<file path="config.mk">
export PLATFORM = sky130hd
export DESIGN_NAME = rdm_io_mapper
export DESIGN_NICKNAME = d
export VERILOG_FILES = /design/src/inc/rdm_pkg.sv /design/src/inc/rdm_sel_if.sv /design/src/core/rdm_pin_mux.sv /design/src/core/rdm_io_mapper.sv
export SDC_FILE = /design/constraint.sdc
export NUM_CORES = 1
export LEC_CHECK = 0
export BUFFER_PORTS_ARGS = -buffer_cell sky130_fd_sc_hd__buf_2
export CAP_MARGIN = 20
export CORE_MARGIN = 2
export CORE_UTILIZATION = 50
export CTS_BUF_LIST = sky130_fd_sc_hd__clkbuf_2
export CTS_CLUSTER_DIAMETER = 150
export DETAILED_ROUTE_END_ITERATION = 16
export PLACE_DENSITY = 0.77
export SLEW_MARGIN = 10
export SYNTH_ARGS = -nofsm -noshare
export SYNTH_HDL_FRONTEND = slang
export SYNTH_SLANG_ARGS = --single-unit
export TNS_END_PERCENT = 50
</file>
<file path="constraint.sdc">
create_clock -name clk -period 2.3 [get_ports clk]
set_input_delay 0.115 -clock clk [delete_from_list [all_inputs] [get_ports clk]]
set_output_delay 0.115 -clock clk [all_outputs]
set_load 0.01 [all_outputs]
</file>
<file path="src/inc/rdm_pkg.sv">
// package: pin mapping codes, modes, source selectors and timing for the io mapper
package rdm_pkg;
  // operating modes of the radio
  typedef enum logic [2:0] {
    RDM_SLEEP,
    RDM_STDBY,
    RDM_SYNTH,
    RDM_RX,
    RDM_TX
  } rdm_mode_t;
  // internal sources that may reach a pin
  typedef enum logic [4:0] {
    SRC_NONE,
    SRC_REFERENCE_CLOCK_OUTPUT,
    SRC_MODE_READY,
    SRC_AUTO_MODE,
    SRC_LOCK,
    SRC_RX_READY,
    SRC_TX_READY,
    SRC_SYNC,
    SRC_TIMEOUT,
    SRC_RSSI,
    SRC_DATA,
    SRC_DCLK,
    SRC_Q_FULL,
    SRC_Q_NONEMPTY,
    SRC_Q_LEVEL,
    SRC_CRC_OK,
    SRC_PAYLOAD,
    SRC_SENT
  } rdm_src_t;
  localparam int RDM_PINS = 6;
  localparam int RDM_CODE_W = 2;
  localparam logic [1:0] MAP_00 = 2'h0;
  localparam logic [1:0] MAP_01 = 2'h1;
  localparam logic [1:0] MAP_10 = 2'h2;
  localparam logic [1:0] MAP_11 = 2'h3;
  // register a holds pins 3..0, register b pins 5..4 (lower nibble unused)
  localparam int MAP_A_W = 8;
  localparam int MAP_B_W = 8;
  localparam logic [7:0] MAP_A_RST = 8'h00;
  localparam logic [7:0] MAP_B_RST = 8'h00;
  // payload length limits
  localparam logic [7:0] LEN_MAX_PLAIN = 8'hFF;
  localparam logic [7:0] LEN_MAX_MSG_ENC = 8'h40;
  localparam logic [7:0] LEN_MAX_ADDR_ENC = 8'h41;
  localparam logic [7:0] LEN_MIN = 8'h01;
  // timing
  localparam int CLK_HZ = 20_000_000;
  localparam int DEF_BIT_DIV = 8;
endpackage

</file>
<file path="src/inc/rdm_sel_if.sv">
// interface: selector codes passed from the mapper to the pin mux
`timescale 1ns/1ps
interface rdm_sel_if;
  import rdm_pkg::*;
  rdm_src_t sel [RDM_PINS]; // source chosen per pin
  logic [RDM_PINS-1:0] drive; // mapped pin drive level
  modport table_side (output sel, input drive);
  modport mux_side (input sel, output drive);
endinterface

</file>
<file path="src/core/rdm_pin_mux.sv">
// module: per-pin multiplexer from selector code to a source level
`timescale 1ns/1ps
module rdm_pin_mux
  import rdm_pkg::*;
(
  rdm_sel_if.mux_side sel_bus,
  input wire logic [17:0] src_lvl
);
  // ----------------------------------------
  // one mux per pin
  // ----------------------------------------
  genvar gi;
  generate
    for (gi = 0; gi < RDM_PINS; gi++)
    begin : g_pin
      // unmapped selects index 0 which is tied low
      assign sel_bus.drive[gi] = src_lvl[sel_bus.sel[gi]];
    end
  endgenerate
endmodule

</file>
<file path="src/core/rdm_io_mapper.sv">
// module: io pin mapping and continuous/packet data path of the radio
`timescale 1ns/1ps
module rdm_io_mapper
  import rdm_pkg::*;
#(
  parameter int BIT_DIV = DEF_BIT_DIV
)
(
  input wire logic clk,
  input wire logic rstn,
  input wire rdm_pkg::rdm_mode_t op_mode,
  input wire logic packet_mode,
  input wire logic bit_sync_en,
  input wire logic map_a_we,
  input wire logic [rdm_pkg::MAP_A_W-1:0] map_a_wdata,
  input wire logic map_b_we,
  input wire logic [rdm_pkg::MAP_B_W-1:0] map_b_wdata,
  input wire logic reference_clock_output,
  input wire logic mode_ready_flag,
  input wire logic automatic_mode_active,
  input wire logic synth_lock_flag,
  input wire logic receiver_ready_flag,
  input wire logic transmitter_ready_flag,
  input wire logic sync_match_flag,
  input wire logic timeout_flag,
  input wire logic rssi_flag,
  input wire logic queue_full_flag,
  input wire logic queue_nonempty_flag,
  input wire logic queue_threshold_flag,
  input wire logic checksum_good_flag,
  input wire logic payload_available_flag,
  input wire logic frame_sent_flag,
  input wire logic demod_raw_bit,
  input wire logic demod_clean_bit,
  input wire logic gp_pin_2_in,
  input wire logic length_format_select,
  input wire logic [7:0] programmed_frame_length,
  input wire logic aes_enable,
  input wire logic address_enable,
  output logic [rdm_pkg::RDM_PINS-1:0] gp_pin_out,
  output logic gp_pin_2_oe,
  output logic tx_mod_bit,
  output logic tx_bit_strobe,
  output logic queue_path_active,
  output logic bit_sync_active,
  output logic fixed_format_active,
  output logic frame_length_ok,
  output logic [7:0] map_a_rdata,
  output logic [7:0] map_b_rdata
);
  // ----------------------------------------
  // mapping registers
  // ----------------------------------------
  logic [MAP_A_W-1:0] map_a_q; // pin_map_register_a
  logic [MAP_A_W-1:0] map_a_d;
  logic [MAP_B_W-1:0] map_b_q; // pin_map_register_b
  logic [MAP_B_W-1:0] map_b_d;
  logic [RDM_CODE_W-1:0] code [RDM_PINS]; // per-pin code view

  // next register values on software write
  always_comb
  begin
    map_a_d = map_a_we ? map_a_wdata : map_a_q;
    map_b_d = map_b_we ? map_b_wdata : map_b_q;
  end

  // register the mapping codes
  always_ff @(posedge clk)
  begin
    if (!rstn)
    begin
      map_a_q <= MAP_A_RST;
      map_b_q <= MAP_B_RST;
    end
    else
    begin
      map_a_q <= map_a_d;
      map_b_q <= map_b_d;
    end
  end

  // pin 5,4 codes in register b; pin 3..0 in register a
  assign code[5] = map_b_q[7:6];
  assign code[4] = map_b_q[5:4];
  assign code[3] = map_a_q[7:6];
  assign code[2] = map_a_q[5:4];
  assign code[1] = map_a_q[3:2];
  assign code[0] = map_a_q[1:0];

  // ----------------------------------------
  // link inputs: two-flop synchronisers
  // ----------------------------------------
  logic [1:0] din_sync_q; // host data on pin 2
  logic [1:0] raw_sync_q; // demod raw bit is asynchronous to clk
  always_ff @(posedge clk)
  begin
    if (!rstn)
    begin
      din_sync_q <= 2'h0;
      raw_sync_q <= 2'h0;
    end
    else
    begin
      din_sync_q <= {din_sync_q[0], gp_pin_2_in};
      raw_sync_q <= {raw_sync_q[0], demod_raw_bit};
    end
  end

  // ----------------------------------------
  // data clock divider and data path
  // ----------------------------------------
  localparam int DIV_W = $clog2(BIT_DIV) + 1;
  localparam logic [DIV_W-1:0] DIV_LAST = DIV_W'(BIT_DIV - 1);
  localparam logic [DIV_W-1:0] DIV_HALF = DIV_W'(BIT_DIV / 2);
  logic [DIV_W-1:0] div_q;
  logic [DIV_W-1:0] div_d;
  logic dclk_q; // data clock level
  logic dclk_d;
  logic rx_bit_q; // cleaned rx bit held between falling edges
  logic rx_bit_d;
  logic tx_bit_q; // tx bit captured on rising edge
  logic tx_bit_d;
  logic tx_stb_q;
  logic tx_stb_d;
  // pin register plus the two pin-2 synchroniser flops
  localparam int CAP_LAG = 3;
  logic [CAP_LAG-1:0] dclk_dly_q; // data clock delayed to line up with synced host data
  logic [CAP_LAG-1:0] dclk_dly_d;
  logic in_rx_window_q; // between rx ready and payload rising edges
  logic in_rx_window_d;
  logic rxr_prev_q;
  logic pay_prev_q;
  logic sync_on;
  logic cont_tx;
  logic cont_rx;

  // bit sync is forced on in packet mode
  assign sync_on = packet_mode | bit_sync_en;
  assign cont_tx = !packet_mode && (op_mode == RDM_TX);
  assign cont_rx = !packet_mode && (op_mode == RDM_RX);

  // divider, data clock edges, capture and launch
  always_comb
  begin
    div_d = (div_q == DIV_LAST) ? '0 : div_q + DIV_W'(1);
    dclk_d = (div_q < DIV_HALF) ? 1'b0 : 1'b1;
    tx_bit_d = tx_bit_q;
    tx_stb_d = 1'b0;
    rx_bit_d = rx_bit_q;
    dclk_dly_d = {dclk_dly_q[CAP_LAG-2:0], dclk_q};
    // rising edge as the host sees it on the pin: an undelayed edge would
    // take the bit the host held before its last falling edge
    if (cont_tx && dclk_dly_q[CAP_LAG-2] && !dclk_dly_q[CAP_LAG-1])
    begin
      tx_bit_d = din_sync_q[1];
      tx_stb_d = 1'b1;
    end
    // falling edge: launch next cleaned rx bit
    if (dclk_q && !dclk_d)
      rx_bit_d = demod_clean_bit;
    in_rx_window_d = in_rx_window_q;
    // window opens on rx ready rise, closes on payload rise
    if (receiver_ready_flag && !rxr_prev_q)
      in_rx_window_d = 1'b1;
    if ((payload_available_flag && !pay_prev_q) || op_mode != RDM_RX)
      in_rx_window_d = 1'b0;
  end

  // data path registers
  always_ff @(posedge clk)
  begin
    if (!rstn)
    begin
      div_q <= '0;
      dclk_q <= 1'b0;
      rx_bit_q <= 1'b0;
      tx_bit_q <= 1'b0;
      tx_stb_q <= 1'b0;
      dclk_dly_q <= '0;
      in_rx_window_q <= 1'b0;
      rxr_prev_q <= 1'b0;
      pay_prev_q <= 1'b0;
    end
    else
    begin
      div_q <= div_d;
      dclk_q <= dclk_d;
      rx_bit_q <= rx_bit_d;
      tx_bit_q <= tx_bit_d;
      tx_stb_q <= tx_stb_d;
      dclk_dly_q <= dclk_dly_d;
      in_rx_window_q <= in_rx_window_d;
      rxr_prev_q <= receiver_ready_flag;
      pay_prev_q <= payload_available_flag;
    end
  end

  // ----------------------------------------
  // source levels and selection tables
  // ----------------------------------------
  logic [17:0] src_lvl;
  logic data_lvl;
  logic dclk_lvl;
  rdm_sel_if sel_bus ();

  // data source per mode
  always_comb
  begin
    data_lvl = 1'b0;
    dclk_lvl = 1'b0;
    if (packet_mode)
      data_lvl = in_rx_window_q & rx_bit_q;
    else if (cont_rx)
    begin
      // raw path without bit sync, no data clock
      data_lvl = sync_on ? rx_bit_q : raw_sync_q[1];
      dclk_lvl = sync_on & dclk_q;
    end
    else if (cont_tx)
      dclk_lvl = dclk_q;
  end

  always_comb
  begin
    src_lvl = '0; // index of none stays low
    src_lvl[SRC_REFERENCE_CLOCK_OUTPUT] = reference_clock_output;
    src_lvl[SRC_MODE_READY] = mode_ready_flag;
    src_lvl[SRC_AUTO_MODE] = automatic_mode_active;
    src_lvl[SRC_LOCK] = synth_lock_flag;
    src_lvl[SRC_RX_READY] = receiver_ready_flag;
    src_lvl[SRC_TX_READY] = transmitter_ready_flag;
    src_lvl[SRC_SYNC] = sync_match_flag;
    src_lvl[SRC_TIMEOUT] = timeout_flag;
    src_lvl[SRC_RSSI] = rssi_flag;
    src_lvl[SRC_DATA] = data_lvl;
    src_lvl[SRC_DCLK] = dclk_lvl;
    src_lvl[SRC_Q_FULL] = queue_full_flag;
    src_lvl[SRC_Q_NONEMPTY] = queue_nonempty_flag;
    src_lvl[SRC_Q_LEVEL] = queue_threshold_flag;
    src_lvl[SRC_CRC_OK] = checksum_good_flag;
    src_lvl[SRC_PAYLOAD] = payload_available_flag;
    src_lvl[SRC_SENT] = frame_sent_flag;
  end

  // table lookup per pin
  function automatic rdm_src_t pick(input int p, input logic [1:0] c, input rdm_mode_t m,
                                    input logic pk);
    rdm_src_t s;
    s = SRC_NONE;
    if (!pk)
    begin
      unique case (m)
        RDM_SLEEP, RDM_STDBY:
        begin
          if (c == MAP_00 && p == 5 && m == RDM_STDBY) s = SRC_REFERENCE_CLOCK_OUTPUT;
          if (c == MAP_10 && p == 3) s = SRC_AUTO_MODE;
          if (c == MAP_11 && (p == 5 || p == 0)) s = SRC_MODE_READY;
        end
        RDM_SYNTH:
        begin
          if (c == MAP_00 && p == 5) s = SRC_REFERENCE_CLOCK_OUTPUT;
          if (c == MAP_00 && p == 0) s = SRC_LOCK;
          if (c == MAP_10 && p == 3) s = SRC_AUTO_MODE;
          if (c == MAP_11) s = (p == 5 || p == 0) ? SRC_MODE_READY :
                               (p == 4 || p == 1) ? SRC_LOCK : SRC_NONE;
        end
        RDM_RX:
        begin
          unique case (c)
            MAP_00: s = p == 5 ? SRC_REFERENCE_CLOCK_OUTPUT : p == 4 ? SRC_TIMEOUT : p == 3 ? SRC_RSSI :
                        p == 2 ? SRC_DATA : p == 1 ? SRC_DCLK : SRC_SYNC;
            MAP_01: s = p == 5 ? SRC_RSSI : p == 2 ? SRC_DATA :
                        p == 0 ? SRC_TIMEOUT : SRC_RX_READY;
            MAP_10: s = p == 4 ? SRC_SYNC : p == 3 ? SRC_AUTO_MODE : p == 2 ? SRC_DATA :
                        p == 0 ? SRC_RSSI : SRC_NONE;
            MAP_11: s = p == 5 ? SRC_MODE_READY : p == 4 ? SRC_LOCK : p == 3 ? SRC_TIMEOUT :
                        p == 2 ? SRC_DATA : p == 1 ? SRC_SYNC : SRC_MODE_READY;
          endcase
        end
        RDM_TX:
        begin
          unique case (c)
            MAP_00: s = p == 5 ? SRC_REFERENCE_CLOCK_OUTPUT : p == 2 ? SRC_DATA : p == 1 ? SRC_DCLK :
                        p == 0 ? SRC_LOCK : SRC_TX_READY;
            MAP_01: s = p == 5 ? SRC_REFERENCE_CLOCK_OUTPUT : p == 2 ? SRC_DATA : SRC_TX_READY;
            MAP_10: s = p == 3 ? SRC_AUTO_MODE : p == 2 ? SRC_DATA : SRC_NONE;
            MAP_11: s = (p == 5 || p == 0) ? SRC_MODE_READY : p == 3 ? SRC_TX_READY :
                        p == 2 ? SRC_DATA : SRC_LOCK;
          endcase
        end
        default: s = SRC_NONE;
      endcase
    end
    else
    begin
      // pin 1 queue flags in every mode for codes 01/10
      if (c == MAP_01 && p == 1) s = SRC_Q_FULL;
      if (c == MAP_10 && p == 1) s = SRC_Q_NONEMPTY;
      if (c == MAP_00)
        s = p == 5 ? (m == RDM_SLEEP ? SRC_NONE : SRC_REFERENCE_CLOCK_OUTPUT) : p == 3 ? SRC_Q_FULL :
            p == 2 ? SRC_Q_NONEMPTY : p == 1 ? SRC_Q_LEVEL : SRC_NONE;
      if (c == MAP_11)
        s = p == 5 ? SRC_MODE_READY : p == 2 ? SRC_AUTO_MODE :
            (m == RDM_SLEEP || m == RDM_STDBY) ? SRC_NONE : SRC_LOCK;
      if (m == RDM_RX)
      begin
        if (c == MAP_00 && p == 4) s = SRC_TIMEOUT;
        if (c == MAP_00 && p == 0) s = SRC_CRC_OK;
        if (c == MAP_01 && p != 1) s = (p == 5 || p == 2) ? SRC_DATA :
                                       p == 0 ? SRC_PAYLOAD : SRC_RSSI;
        if (c == MAP_10 && (p == 3 || p == 0)) s = SRC_SYNC;
        if (c == MAP_10 && p == 4) s = SRC_RX_READY;
        if (c == MAP_11 && p == 1) s = SRC_TIMEOUT;
        if (c == MAP_11 && p == 0) s = SRC_RSSI;
      end
      if (m == RDM_TX)
      begin
        if (c == MAP_00 && p == 4) s = SRC_MODE_READY;
        if (c == MAP_00 && p == 0) s = SRC_SENT;
        if (c == MAP_01 && p != 1) s = (p == 5 || p == 2) ? SRC_DATA : SRC_TX_READY;
      end
    end
    return s;
  endfunction

  genvar gp;
  generate
    for (gp = 0; gp < RDM_PINS; gp++)
    begin : g_sel
      assign sel_bus.sel[gp] = pick(gp, code[gp], op_mode, packet_mode);
    end
  endgenerate

  rdm_pin_mux u_mux (
    .sel_bus (sel_bus.mux_side),
    .src_lvl (src_lvl)
  );

  // ----------------------------------------
  // output registers and packet format
  // ----------------------------------------
  logic [7:0] len_max;
  assign len_max = !aes_enable ? LEN_MAX_PLAIN :
                   address_enable ? LEN_MAX_ADDR_ENC : LEN_MAX_MSG_ENC;

  always_ff @(posedge clk)
  begin
    if (!rstn)
    begin
      gp_pin_out <= '0;
      gp_pin_2_oe <= 1'b0;
      tx_mod_bit <= 1'b0;
      tx_bit_strobe <= 1'b0;
      queue_path_active <= 1'b0;
      bit_sync_active <= 1'b0;
      fixed_format_active <= 1'b0;
      frame_length_ok <= 1'b0;
      map_a_rdata <= MAP_A_RST;
      map_b_rdata <= MAP_B_RST;
    end
    else
    begin
      gp_pin_out <= sel_bus.drive;
      // pin 2 is an input while host sends tx data
      gp_pin_2_oe <= !(cont_tx && sel_bus.sel[2] == SRC_DATA);
      tx_mod_bit <= tx_bit_q;
      tx_bit_strobe <= tx_stb_q;
      queue_path_active <= packet_mode;
      bit_sync_active <= sync_on;
      fixed_format_active <= packet_mode && !length_format_select &&
                             programmed_frame_length != 8'h00;
      frame_length_ok <= programmed_frame_length >= LEN_MIN &&
                         programmed_frame_length <= len_max;
      map_a_rdata <= map_a_q;
      map_b_rdata <= map_b_q;
    end
  end
endmodule

</file>
# Yosys cells after proc, flatten, opt, wreduce, memory -nomap -nowiden
# Index checks and enable logic that the tools add are counted.
# op_classes
add_sub_neg	1
mux	100
n_reduce_logical	36
eq_ne	25
order_cmp	9
bitwise_logic	4
# op_table
op	count
2-to-1 mux 5 bit	46
one-hot mux 5 bit (4 select lines)	10
one-hot mux 5 bit (3 select lines)	4
less-than comparator 5 x 6 -> 1 bit, second input constant	6
binary-select mux 1 bit (select 5 bit)	6
equality test 2 bit, second input constant	12
2-to-1 mux 1 bit	19
2-to-1 mux 3 bit	6
equality test 2 x 1 -> 1 bit, second input constant	6
logical AND 1 bit	12
logical NOT 2 bit	6
2-to-1 mux 4 bit	3
OR reduction 2 bit	6
one-hot mux 5 bit (2 select lines)	1
greater-or-equal comparator 8 x 1 -> 1 bit, second input constant	1
<= comparator 8 bit	1
2-to-1 mux 2 bit	4
2-to-1 mux 8 bit	1
nonzero test 8 bit	1
equality test 3 x 2 -> 1 bit, second input constant	2
logical NOT 1 bit	6
equality test 5 x 4 -> 1 bit, second input constant	1
adder 4 x 1 -> 4 bit, second input constant	1
equality test 4 x 3 -> 1 bit, second input constant	1
other kinds (11)	13
# word_totals
in_bits	54
regBits	63
word_cells	198
out_inout_bits	29

# Longest topological paths before layout
# depth
depth_word	15
depth_mapped	10

# Modules after synthesis
# From an unflattened synthesis, not the netlist that was laid out.
# unflattened
hier_cells	471
area_unflattened_um2	4275.4
# modules_own_cells
mod	seq_area_each_um2	cells_per_inst	area_each_um2	instances
rdm_io_mapper	1261.2	356	3236.9	1
rdm_pin_mux	0.0	115	1038.5	1

# Worst setup path after synthesis
# No wires, ideal clock.
# synth_timing
path_type	register to register
start	reg map_a_q[0]
end	reg gp_pin_out[0] (netlist name)
path_stages_with_launch	10
setup_slack_ns	0.091
n_path_buf	0
arrival_time_ns	2.135
cell_sequence	dfxtp_1 > inv_1 > ha_1 > o21bai_1 > o32a_1 > nor2_1 > a21oi_1 > mux2_2 > a221o_1 > a31oi_1
# synth_via
elab_chain_len	13
elab_cells_between_ends	22
# synth_rtl
item	line	rtl
start: declaration	rdm_io_mapper.sv:54	logic [MAP_A_W-1:0] map_a_q;
start signal: assignment	rdm_io_mapper.sv:77	map_a_q <= map_a_d;
equality test 2 bit	n/a	
2-to-1 mux 3 bit	rdm_io_mapper.sv:302	if (c == MAP_11)
2-to-1 mux 5 bit	rdm_io_mapper.sv:308	if (c == MAP_00 && p == 0) s = SRC_CRC_OK;
2-to-1 mux 5 bit	rdm_io_mapper.sv:309	if (c == MAP_01 && p != 1) s = (p == 5 || p == 2) ? SRC_DATA :
2-to-1 mux 5 bit	rdm_io_mapper.sv:311	if (c == MAP_10 && (p == 3 || p == 0)) s = SRC_SYNC;
2-to-1 mux 5 bit	rdm_io_mapper.sv:314	if (c == MAP_11 && p == 0) s = SRC_RSSI;
2-to-1 mux 5 bit	rdm_io_mapper.sv:305	if (m == RDM_RX)
2-to-1 mux 5 bit	rdm_io_mapper.sv:319	if (c == MAP_00 && p == 0) s = SRC_SENT;
2-to-1 mux 5 bit	rdm_io_mapper.sv:320	if (c == MAP_01 && p != 1) s = (p == 5 || p == 2) ? SRC_DATA : SRC_TX_READY;
2-to-1 mux 5 bit	rdm_io_mapper.sv:316	if (m == RDM_TX)
2-to-1 mux 5 bit (*)	rdm_io_mapper.sv:250	if (!pk)
binary-select mux 1 bit (select 5 bit) (*)	rdm_pin_mux.sv:17	assign sel_bus.drive[gi] = src_lvl[sel_bus.sel[gi]];
2-to-1 mux 1 bit (not written as such) (*)	rdm_pin_mux.sv:17	
end signal: assignment	rdm_io_mapper.sv:363	gp_pin_out <= sel_bus.drive;
end: declaration	rdm_io_mapper.sv:40	output logic [rdm_pkg::RDM_PINS-1:0] gp_pin_out,
# Every way passes the cells marked *; elsewhere a longest branch is shown, timed or not. The select of a mux whose other input is x is not followed.
# A chain may end at the register's enable or synchronous reset.

# Worst setup path after layout
# layout_timing
start	reg map_b_q[4]
end	reg gp_pin_out[4] (netlist name)
# layout_via
elab_chain_len	12
elab_cells_between_ends	20
# layout_rtl
item	line	rtl
start: declaration	rdm_io_mapper.sv:56	logic [MAP_B_W-1:0] map_b_q;
start signal: assignment	rdm_io_mapper.sv:78	map_b_q <= map_b_d;
equality test 2 bit	n/a	
2-to-1 mux 3 bit	rdm_io_mapper.sv:302	
2-to-1 mux 5 bit	rdm_io_mapper.sv:307	if (c == MAP_00 && p == 4) s = SRC_TIMEOUT;
2-to-1 mux 5 bit	rdm_io_mapper.sv:309	
2-to-1 mux 5 bit	rdm_io_mapper.sv:312	if (c == MAP_10 && p == 4) s = SRC_RX_READY;
2-to-1 mux 5 bit	rdm_io_mapper.sv:305	
2-to-1 mux 5 bit	rdm_io_mapper.sv:318	if (c == MAP_00 && p == 4) s = SRC_MODE_READY;
2-to-1 mux 5 bit	rdm_io_mapper.sv:320	
2-to-1 mux 5 bit	rdm_io_mapper.sv:316	
2-to-1 mux 5 bit (*)	rdm_io_mapper.sv:250	
binary-select mux 1 bit (select 5 bit) (*)	rdm_pin_mux.sv:17	
2-to-1 mux 1 bit (not written as such) (*)	rdm_pin_mux.sv:17	
# Marked as above.

==> impl_results.md <==
* Status: finished, final reports clean
* Overflow after GRT at 0
* Reg2Reg Setup Slack at 0.09 ns
* Core box area at 0.00773 mm^2
* Nets@finish at 673
* Setup TNS at 0 ns
* Reg2reg end: gp_pin_out[4]
* Worst skew pair latency at 0.52 ns
* Row Count at 32
* Most common cell after layout, fill and taps aside: buf_2
* Syn-to-layout area delta at 27.6%
* Endpoints failing setup at 0
* Vias in the first global route at 3588
* Worst slew pin tran at 0.470 ns
* 1st-iter DRT viols at 222
* HP Class: input port to flip-flop
* Tmin final at 2.21 ns
* Root Driver: clkbuf_2
* WS Path Type: flip-flop to flip-flop
* Total power at 0.00264 W
* Comb power frac at 24.6%
* Crit-path max FO at 6
* Maxcap violations at 0
* WL met1 at 4.88 mm
* Prevailing post-synth register cell: dfxtp_1
* Worst setup SP type: flip-flop
* Drt pass-1 iters at 6
* Htree depth at 3
* Sequential share of the synthesized area at 31.7%
* N_diodes at 0
* Mapped Area at 0.00398 mm^2
* Syn Nets at 548
* Arr. time, crit path at 2.63 ns
* Met3 WL at 655 um
* Sw Ratio at 31.0%
* Post-synth cell types at 60
* Post-CTS Setup Bufs at 0
* Top routing layer in use: met4
* Reg2reg path depth at 9
* Clock Skew at 0.0241 ns
* Number of synthesized register bits at 63
* FFs w/ async S/R, synth at 0%
* Routed len/inst at 15.8 um
* Top-level I/O count at 83
* Fin worst setup slack at 0.0861 ns
* Clock-pin slew on the worst setup and hold paths at 0.21 ns
* Post-synthesis cell count at 459
* Number of antenna violations at the first check in global routing at 0
* Crit path from: map_b_q[4]
* Routed wl met2 at 5.18 mm
* Final core occ at 65.7%
* Chip height at 93.2 um
* Dpl ws at -0.0330 ns
* Layout cells sized above 1 at 26.0%
* Clock power share at 30.7%
* First-pass GRT wire length at 17.7 mm
* GPL Wtd Cong at 0.936
* CTS Buffer Depth at 2
* P_int at 0.00182 W
* Pin count of the biggest net entering global routing at 42
* Synth Warn # at 0
* Crit path to: gp_pin_out[4]
* Hold-critical path depth at 3
* Routed wire length at 10.9 mm
* Number of synthesized flops with an enable pin at 0
* R2r startpoint: map_b_q[4]
* Tcrit/Tclk final at 96.3%
* Tot GR Track Use at 25.9%
* Cts bufs inserted at 9
* CP Data Required Time at 2.71 ns
* Buffers on Ports at 82
* Leak Pwr at 2.35 nW
* Detailed Place HPWL at 7.71 mm
* Most frequent cells in the layout: buf_2 (82), dfxtp_1 (60), nor2_1 (56)
* Initial Util at 51.5%
* Psw at 0.000817 W
* Final Hold Vio Count at 0
* Power per cell area at 519 mW/mm^2
* Rel. slew slack at 68.4%
* Pins Over Slew Limit at 0
* Vias/cell at 5.67
* DRC viols at 0
* Crit path capture type: flip-flop
* Total number of vias at 3916
* Sequential share of power at 44.8%
* Post-route ant nets at 0
* Die width at 93.2 um
* CTS tree: done
* Die area at 0.00868 mm^2
* Worst VDD drop at 0.380 mV
* Clk sinks at 63
* Max frequency at 452 MHz
* Mapped Avg Cell Area at 8.67 um^2
## cells by family after synthesis
| family | share of synthesized area, % |
|---|---|
| xor+xnor | 0.661 |
| flops | 31.7 |
| buf+inv | 4.72 |
| compound gates | 17.0 |
| simple gates | 20.5 |
| mux | 14.5 |
| fa+ha+maj | 11.0 |
## cell usage after synthesis (6+ instances only)
master    instances  area [um^2]
dfxtp_1          63         1260
nor2_1           56          210
mux2i_1          44          440
ha_1             35          438
nand2_1          34          128
a21oi_1          26          130
and2_1           20          125
inv_1            19         71.3
o21ai_0          16         80.1
nand3_1          13         65.1
nor3_1            9         45.0
a211oi_1          8         60.1
clkbuf_1          8         30.0
nand2b_1          8         50.1
o22ai_1           7         43.8
buf_2             6         30.0
## routing by layer
layer	vias to the layer above	global-route usage [%]
met5	-	0
met4	0	9.93
met3	21	3.22
met2	163	42.6
met1	1842	34.6
li1	1890	-
## registers in the layout, summed over array words and instances, names as in the netlist, 2 cells and up
signal and flops:
gp_pin_out 6, div_q 4, dclk_dly_q 3, map_a_rdata 8
raw_sync_q 2, map_b_q 8, map_b_rdata 8, map_a_q 8
din_sync_q 2
## worst max-delay path, stage by stage (launching register included)
cell      delay (ns)
dfxtp_2         0.41
inv_1           0.09
ha_1            0.28
or3_1           0.32
a21oi_1         0.26
a31oi_4         0.09
mux2i_1         0.18
o22ai_1         0.10
a211oi_1        0.29
a21oi_1         0.12
## power groups by stage
stage / Sequential (W) / Clock (W) / Combinational, W
finish: 0.00118 / 0.000808 / 0.000647
floorplan: 0.00121 / 0 / 0.000367
detailed placement: 0.00120 / 0 / 0.000592
global placement: 0.00120 / 0 / 0.000578
global route: 0.00119 / 0.000869 / 0.000711
CTS: 0.00118 / 0.000828 / 0.000630
## stage by stage
step,hold slack (ns),area (um^2),std cells
2_1_floorplan,0.198,3980,459
4_1_cts,0.0120,5040,691
3_5_place_dp,0.288,4650,650
5_1_grt,0.0254,5080,691
6_report,0.0360,5080,691
3_3_place_gp,0.296,4650,650
## how the worst min path moves through the flow
stage / from / to
2_1_floorplan: length_format_select / fixed_format_active
3_3_place_gp: length_format_select / fixed_format_active
3_5_place_dp: length_format_select / fixed_format_active
4_1_cts: map_a_we / map_a_q[6]
5_1_grt: map_a_we / map_a_q[3]
6_report: map_a_we / map_a_q[7]
## final cells by class
cell class	count	area, um^2
clock buffer	9	45.0
clock inverter	7	96.3
fill	673	2650
inverter	20	75.1
multi-input combinational	354	2560
sequential	63	1260
tap	102	128
timing repair buffer	136	903
## repair_timing
| item | in CTS | in global routing |
|---|---|---|
| pin swaps | 0 | 0 |
| setup endpoints to repair | 1 | 4 |
| hold buffers | 25 | 0 |
| endpoints found under the hold margin | 26 | 0 |
| resized for setup | 2 | 10 |
(Power assumes the default switching activity.)
